File: config.mk
export PLATFORM = sky130hd
export DESIGN_NAME = modulo_interval_timer
export DESIGN_NICKNAME = d
export VERILOG_FILES = /design/src/rtl/mit_pkg.sv /design/src/rtl/mit_tick_if.sv /design/src/rtl/mit_prescaler.sv /design/src/rtl/modulo_interval_timer.sv
export SDC_FILE = /design/constraint.sdc
export NUM_CORES = 1
export LEC_CHECK = 0
export BUFFER_PORTS_ARGS = -buffer_cell sky130_fd_sc_hd__buf_2
export CORE_MARGIN = 8
export CORE_UTILIZATION = 58
export CTS_CLUSTER_DIAMETER = 60
export DETAILED_ROUTE_END_ITERATION = 12
export PLACE_DENSITY = 0.88
export SYNTH_ARGS = -nofsm -noshare
export SYNTH_HDL_FRONTEND = slang
export SYNTH_SLANG_ARGS = --single-unit
export TNS_END_PERCENT = 10
File: constraint.sdc
create_clock -name mclk -period 3.66 [get_ports mclk]
set_clock_uncertainty 0.15 [all_clocks]
set_input_delay 0.183 -clock mclk [delete_from_list [all_inputs] [get_ports mclk]]
set_output_delay 0.183 -clock mclk [all_outputs]
set_load 0.02 [all_outputs]
File: src/rtl/mit_pkg.sv
// Summary of operation
// (RQ1) The counter is an eight-bit up counter of the selected basic clock, compared with the modulo value.
// (RQ2) Control bits 1 and 0 choose the basic clock of the counter.
// (RQ3) Four basic clock rates exist: 100 kHz, 10 kHz, 2 kHz and 1 kHz.
// (RQ4) Control bit 3 gates the basic clock, so counting runs only while it is set.
// (RQ5) Writing a one to control bit 2 clears the counter.
// (RQ6) A timer interrupt request is raised when the count becomes equal to the modulo value.
// (RQ7) On that match the counter returns to zero by itself, so matches repeat.
// (RQ8) Software reads the current count through the transfer buffer.
// (RQ9) Software loads the modulo value from the transfer buffer.
// (RQ10) Select code 00 gives 100 kHz, 01 gives 10 kHz, 10 gives 2 kHz and 11 gives 1 kHz.
// (RQ11) Control bit 2 always reads as zero and acts only when written.
// (RQ12) While counting is stopped the count holds, and resumes from there when restarted.
package mit_pkg;

    localparam int unsigned MCLK_HZ   = 25_000_000;
    localparam int unsigned RATE0_HZ  = 100_000;
    localparam int unsigned RATE1_HZ  = 10_000;
    localparam int unsigned RATE2_HZ  = 2_000;
    localparam int unsigned RATE3_HZ  = 1_000;
    localparam int unsigned DIV0      = MCLK_HZ / RATE0_HZ;
    localparam int unsigned DIV1      = MCLK_HZ / RATE1_HZ;
    localparam int unsigned DIV2      = MCLK_HZ / RATE2_HZ;
    localparam int unsigned DIV3      = MCLK_HZ / RATE3_HZ;
    localparam int unsigned DIV_W     = 15;

    localparam logic [5:0] ADDR_MATCH = 6'h1c;
    localparam logic [5:0] ADDR_COUNT = 6'h1d;
    localparam logic [5:0] ADDR_CTL   = 6'h2a;

    localparam int unsigned CTL_SEL_LO = 0;
    localparam int unsigned CTL_SEL_HI = 1;
    localparam int unsigned CTL_CLEAR  = 2;
    localparam int unsigned CTL_RUN    = 3;

    localparam logic [3:0] CTL_RESET   = 4'h0;
    localparam logic [7:0] COUNT_RESET = 8'h00;
    localparam logic [7:0] MATCH_RESET = 8'hff;

    typedef enum logic [1:0] {
        SEL_100K = 2'h0,
        SEL_10K  = 2'h1,
        SEL_2K   = 2'h2,
        SEL_1K   = 2'h3
    } mit_sel_t;

endpackage : mit_pkg

File: src/rtl/mit_tick_if.sv
`timescale 1ns/1ps
interface mit_tick_if;
    mit_pkg::mit_sel_t clkSel;
    logic              tick;
    modport src  (input clkSel, output tick);
    modport sink (output clkSel, input tick);
endinterface : mit_tick_if

File: src/rtl/mit_prescaler.sv
`timescale 1ns/1ps
module mit_prescaler #(
    parameter int unsigned DIV_2K = mit_pkg::DIV2,
    parameter int unsigned DIV_1K = mit_pkg::DIV3
) (
    input  wire logic  mclk,
    input  wire logic  rst,
    input  wire logic  clkEn,
    mit_tick_if.src    tk
);
    logic [mit_pkg::DIV_W-1:0] div_r;
    logic [mit_pkg::DIV_W-1:0] limit;

    // Basic clock period per select code
    // (RQ10) select decode
    always_comb begin
        case (tk.clkSel)
            mit_pkg::SEL_100K: limit = mit_pkg::DIV_W'(mit_pkg::DIV0);
            mit_pkg::SEL_10K:  limit = mit_pkg::DIV_W'(mit_pkg::DIV1);
            mit_pkg::SEL_2K:   limit = mit_pkg::DIV_W'(DIV_2K);
            mit_pkg::SEL_1K:   limit = mit_pkg::DIV_W'(DIV_1K);
            default:           limit = mit_pkg::DIV_W'(mit_pkg::DIV0);
        endcase
    end

    // (RQ3) four rate divider
    always_ff @(posedge mclk or posedge rst) begin
        if (rst) begin
            div_r   <= '0;
            tk.tick <= 1'b0;
        end else if (clkEn) begin
            if (div_r >= limit - 1'b1) begin
                div_r   <= '0;
                tk.tick <= 1'b1;
            end else begin
                div_r   <= div_r + 1'b1;
                tk.tick <= 1'b0;
            end
        end
    end
endmodule : mit_prescaler

File: src/rtl/modulo_interval_timer.sv
`timescale 1ns/1ps
module modulo_interval_timer #(
    parameter int unsigned DIV_2K = mit_pkg::DIV2,
    parameter int unsigned DIV_1K = mit_pkg::DIV3
) (
    input  wire logic       mclk,
    input  wire logic       rst,
    input  wire logic       clkEn,
    input  wire logic       regWrite,
    input  wire logic       regRead,
    input  wire logic [5:0] regAddr,
    input  wire logic [7:0] regWdata,
    output logic      [7:0] regRdata,
    output logic            timerIrq
);
    ////////////////////////////////////////////////////////////////////////////
    logic [3:0] ctl_r;
    logic [7:0] countValue_r;
    logic [7:0] countValue_nxt;
    logic [7:0] matchValue_r;
    logic       ctlWr;
    logic       matchPut;
    logic       clearReq;
    logic       countRun;
    logic       advance;
    logic [7:0] countInc;

    mit_tick_if tk ();

    assign ctlWr    = regWrite && regAddr == mit_pkg::ADDR_CTL;
    assign matchPut = regWrite && regAddr == mit_pkg::ADDR_MATCH;
    assign clearReq = ctlWr && regWdata[mit_pkg::CTL_CLEAR];
    assign countRun = ctl_r[mit_pkg::CTL_RUN];
    // (RQ4) run gates basic clock
    assign advance  = tk.tick && countRun;
    assign countInc = countValue_r + 8'h01;
    // (RQ2) select from bits 1 and 0
    assign tk.clkSel = mit_pkg::mit_sel_t'(ctl_r[mit_pkg::CTL_SEL_HI:mit_pkg::CTL_SEL_LO]);

    mit_prescaler #(
        .DIV_2K (DIV_2K),
        .DIV_1K (DIV_1K)
    ) u_pre (
        .mclk  (mclk),
        .rst   (rst),
        .clkEn (clkEn),
        .tk    (tk)
    );

    ////////////////////////////////////////////////////////////////////////////
    // Control nibble; clear bit is not stored
    always_ff @(posedge mclk or posedge rst) begin
        if (rst) begin
            ctl_r <= mit_pkg::CTL_RESET;
        end else if (clkEn && ctlWr) begin
            ctl_r <= {regWdata[mit_pkg::CTL_RUN], 1'b0,
                      regWdata[mit_pkg::CTL_SEL_HI:mit_pkg::CTL_SEL_LO]};
        end
    end

    // (RQ9) modulo load by put
    always_ff @(posedge mclk or posedge rst) begin
        if (rst) begin
            matchValue_r <= mit_pkg::MATCH_RESET;
        end else if (clkEn && matchPut) begin
            matchValue_r <= regWdata;
        end
    end

    ////////////////////////////////////////////////////////////////////////////
    always_comb begin
        countValue_nxt = countValue_r;
        // (RQ5) clear on write
        if (clearReq) begin
            countValue_nxt = mit_pkg::COUNT_RESET;
        // (RQ7) auto return to zero
        end else if (advance && countInc == matchValue_r) begin
            countValue_nxt = mit_pkg::COUNT_RESET;
        // (RQ1) eight-bit up count
        end else if (advance) begin
            countValue_nxt = countInc;
        end
    end

    // (RQ12) hold while stopped
    always_ff @(posedge mclk or posedge rst) begin
        if (rst) begin
            countValue_r <= mit_pkg::COUNT_RESET;
        end else if (clkEn) begin
            countValue_r <= countValue_nxt;
        end
    end

    // (RQ6) request on match
    always_ff @(posedge mclk or posedge rst) begin
        if (rst) begin
            timerIrq <= 1'b0;
        end else if (clkEn) begin
            timerIrq <= advance && !clearReq && countInc == matchValue_r;
        end
    end

    ////////////////////////////////////////////////////////////////////////////
    // Read port; unmapped reads return zero
    always_ff @(posedge mclk or posedge rst) begin
        if (rst) begin
            regRdata <= 8'h00;
        end else if (clkEn && regRead) begin
            case (regAddr)
                // (RQ11) clear bit reads zero
                mit_pkg::ADDR_CTL:   regRdata <= {4'h0, ctl_r};
                // (RQ8) count read by get
                mit_pkg::ADDR_COUNT: regRdata <= countValue_r;
                mit_pkg::ADDR_MATCH: regRdata <= matchValue_r;
                default:             regRdata <= 8'h00;
            endcase
        end
    end
endmodule : modulo_interval_timer

==> flow_summary.yaml <==
drt:
  drtIter0Drc: 167
  viasPerCell: 5.77
  drt_wl_total_um: 6040
  wire_per_inst_um: 15.9
  num_vias: 2193
  remaining_drc_errors: 0
  first_pass_iters: 4
  detail-route-antenna-nets: 0
clocking:
  insertion_delay_ns: 0.30
  clock_path_buffers: 2
  htreeDepth: 2
  cts_tree: "done"
  cts_resized: 0
  cts_sinks: 44
  path_clk_slew_ns: 0.08
  cts-root-buf: "clkbuf_8"
  postCtsSetupBuffers: 0
  cts_buffers: 5
timing:
  hold_violations: 0
  max_freq_mhz: 346
  grt_setup_unrepaired: "false"
  fin_ws_ns: 0.771
  final_max_slew_viol_count: 0
  hold_slack_ns: 0.137
  setup_viol: 0
  post-route-period-util: 0.789
  finalSetupTns_ns: 0
  fin_crit_ns: 2.89
  maxSlewHeadroom: 0.546
  worstMarginPinSlew_ns: 0.677
global_route:
  grt_pass1_wl_um: 10600
  grt_start_max_net_pins: 45
  grt_util_all_layers: 0.174
  grt_pass1_vias: 2299
  overflow: 0
  antenna_found_initial: 0
synthesis:
  synth_area_leaders: "dfrtp_1, ha_1, dfstp_2, mux2_4, nor2_4"
  synth_fp_nets: 313
  yosys.area.top_type: "dfrtp_1"
  synth_flop_cell: "dfrtp_1"
  yosys_warnings: 0
  syn_inst: 274
  ys_types: 55
  synth_edf_count: 0
  netlist_area_um2: 2920
  syn_area_per_cell_um2: 10.7
  ys_seq_area_frac: 0.381
  ys_ff_latch: 44
  post-synth-top-area-fraction: 0.309
  async_flop_share: 1.00
critical_path:
  start_kind: "flip-flop"
  critical_path_required_ns: 3.74
  cp.arrival_ns: 2.97
  slowest_delay_ns: 0.48
  critPathCaptureType: "flip-flop"
  cp_slowest_cell: "a2111oi_0"
  crit_type: "flip-flop to flip-flop"
  crit_path_max_fanout: 10
  crit_chain: "inv_1, ha_1, inv_1, o21ai_0, ha_1, a2111oi_0, nor2_1, nor2_2, o311ai_4, and2_4, nor2_4"
  cpLargestDelayFamily: "compound AO/OA/AOI/OAI gates"
  crit_buf_inv: 2
  path_depth: 11
  rr_worst_depth: 11
  reg2reg_slack_ns: 0.77
cells_and_area:
  antennaDiodeCount: 0
  fillers: 369
  stdcell_count: 380
  drive_above_1_share: 0.258
  syn_to_final_growth_pct: 12.4
  nets: 348
die:
  die_x_um: 86.9
  initial_core_util: 0.586
  coreArea_um2: 4980
  dieArea_um2: 7560
  rows: 26
  die_h_um: 86.9
  io_pins: 28
run:
  cap_violations: 0
power_and_ir_drop:
  irDropWorstVdd_v: 0.000148
  power.total_uw: 1210
  p_leak_uw: 0.00156
  p_per_area_nw_per_um2: 368
placed_design:
  place_inst: 363
  port-buffer-count: 27
  place_ws_ns: 0.975
  post-dp-hpwl_um: 4440
  place.gp.congestion: 0.793
run_status:
  run_status: "finished clean"
worst_hold_path:
  hp-class: "input port to flip-flop"
  worstHoldPathCells: 3
stage by stage:
step | area (um^2) | util
final | 3280 | 0.659
after global placement | 3080 | 0.619
after floorplan | 2920 | -
after global routing | 3280 | 0.659
after detailed placement | 3080 | 0.619
after CTS | 3280 | 0.659
worst paths after layout:
check,start,to
max,ctl_r[1]$_DFFE_PP0P_,u_pre.div_r[11]$_DFFE_PP0P_
min,regAddr[3],regRdata[7]$_DFFE_PP0P_
max in group asynchronous,rst,u_pre.div_r[12]$_DFFE_PP0P_
min reg2reg,regRdata[7]$_DFFE_PP0P_,regRdata[7]$_DFFE_PP0P_
min in group asynchronous,rst,countValue_r[1]$_DFFE_PP0P_
max reg2reg,ctl_r[1]$_DFFE_PP0P_,u_pre.div_r[11]$_DFFE_PP0P_
sequential cells by signal, summed over array words and instances, names as in the netlist:
register and flops:
regRdata 8, timerIrq 1, ctl_r 3, u_pre.div_r 15, matchValue_r 8, countValue_r 8
u_pre.tk.tick 1
where the power goes:
group          leakage [uW]  internal, uW  switching (uW)
clock network     0.0000552           203             163
logic              0.000930           126             125
registers          0.000571           534            56.7
total               0.00156           863             344
worst reg2reg max path, stage by stage, from the launching register on:
cell and delay (ns):
dfrtp_1 0.43, inv_1 0.15, ha_1 0.25, inv_1 0.09, o21ai_0 0.10, ha_1 0.30, a2111oi_0 0.48, nor2_1 0.12
nor2_2 0.15, o311ai_4 0.17, and2_4 0.31, nor2_4 0.13
synth_stat cells (5+ instances only):
cell and n:
nor2_4 10, dfstp_2 8, mux2i_1 9, a21o_1 6, mux2_4 8, nand2_1 23
mux2_2 5, dfrtp_1 36, o21ai_1 14, and3_1 11, a21oi_1 7, xnor2_1 11
xor2_1 9, nand3_1 9, inv_1 14, ha_1 20, nor2_1 15
logic make-up (layout without fill, tap and decap cells):
kind of cell             count (synthesis)  count (layout)  share of synthesized area
AND/OR/NAND/NOR                         94              94                      0.206
AO/OA/AOI/OAI                           50              50                      0.127
flip-flops                              44              44                      0.381
buffers and inverters                   23              59                     0.0407
multiplexers                            22              22                     0.0913
XOR/XNOR                                21              21                     0.0682
adder cells (fa/ha/maj)                 20              20                     0.0857
placed cells by master, fill, tap and decap left out, types with 7 or more instances in the layout:
master	count
nand2_1	23
buf_2	27
inv_1	13
dfrtp_1	36
dfstp_2	8
mux2i_1	9
xnor2_1	11
dlygate4sd3_1	9
nor2_1	15
nand3_1	9
o21ai_1	14
ha_1	20
mux2_4	8
a21oi_1	7
and3_1	11
xor2_1	9
nor2_4	10
area by class of cell:
type	instances	area (um^2)	share of cell area
Clock inverter	2	35.0	0.0107
Inverter	14	52.6	0.0160
Tap cell	70	87.6	0.0267
Multi-Input combinational cell	207	1690	0.515
Sequential cell	44	1110	0.339
Clock buffer	6	72.6	0.0221
Timing Repair Buffer	37	233	0.0709
routing by layer:
metal  routed length, um  global-route usage
met1                2620               0.209
met2                2890               0.296
met3                 394              0.0406
met4                 138              0.0610
met5                   0                   0
repair_timing:
item / CTS / global route
hold buffers: 9 / 0
hold endpoints to repair: 47 / 0
setup endpoints to repair: 0 / 0
(Power assumes the default switching activity.)
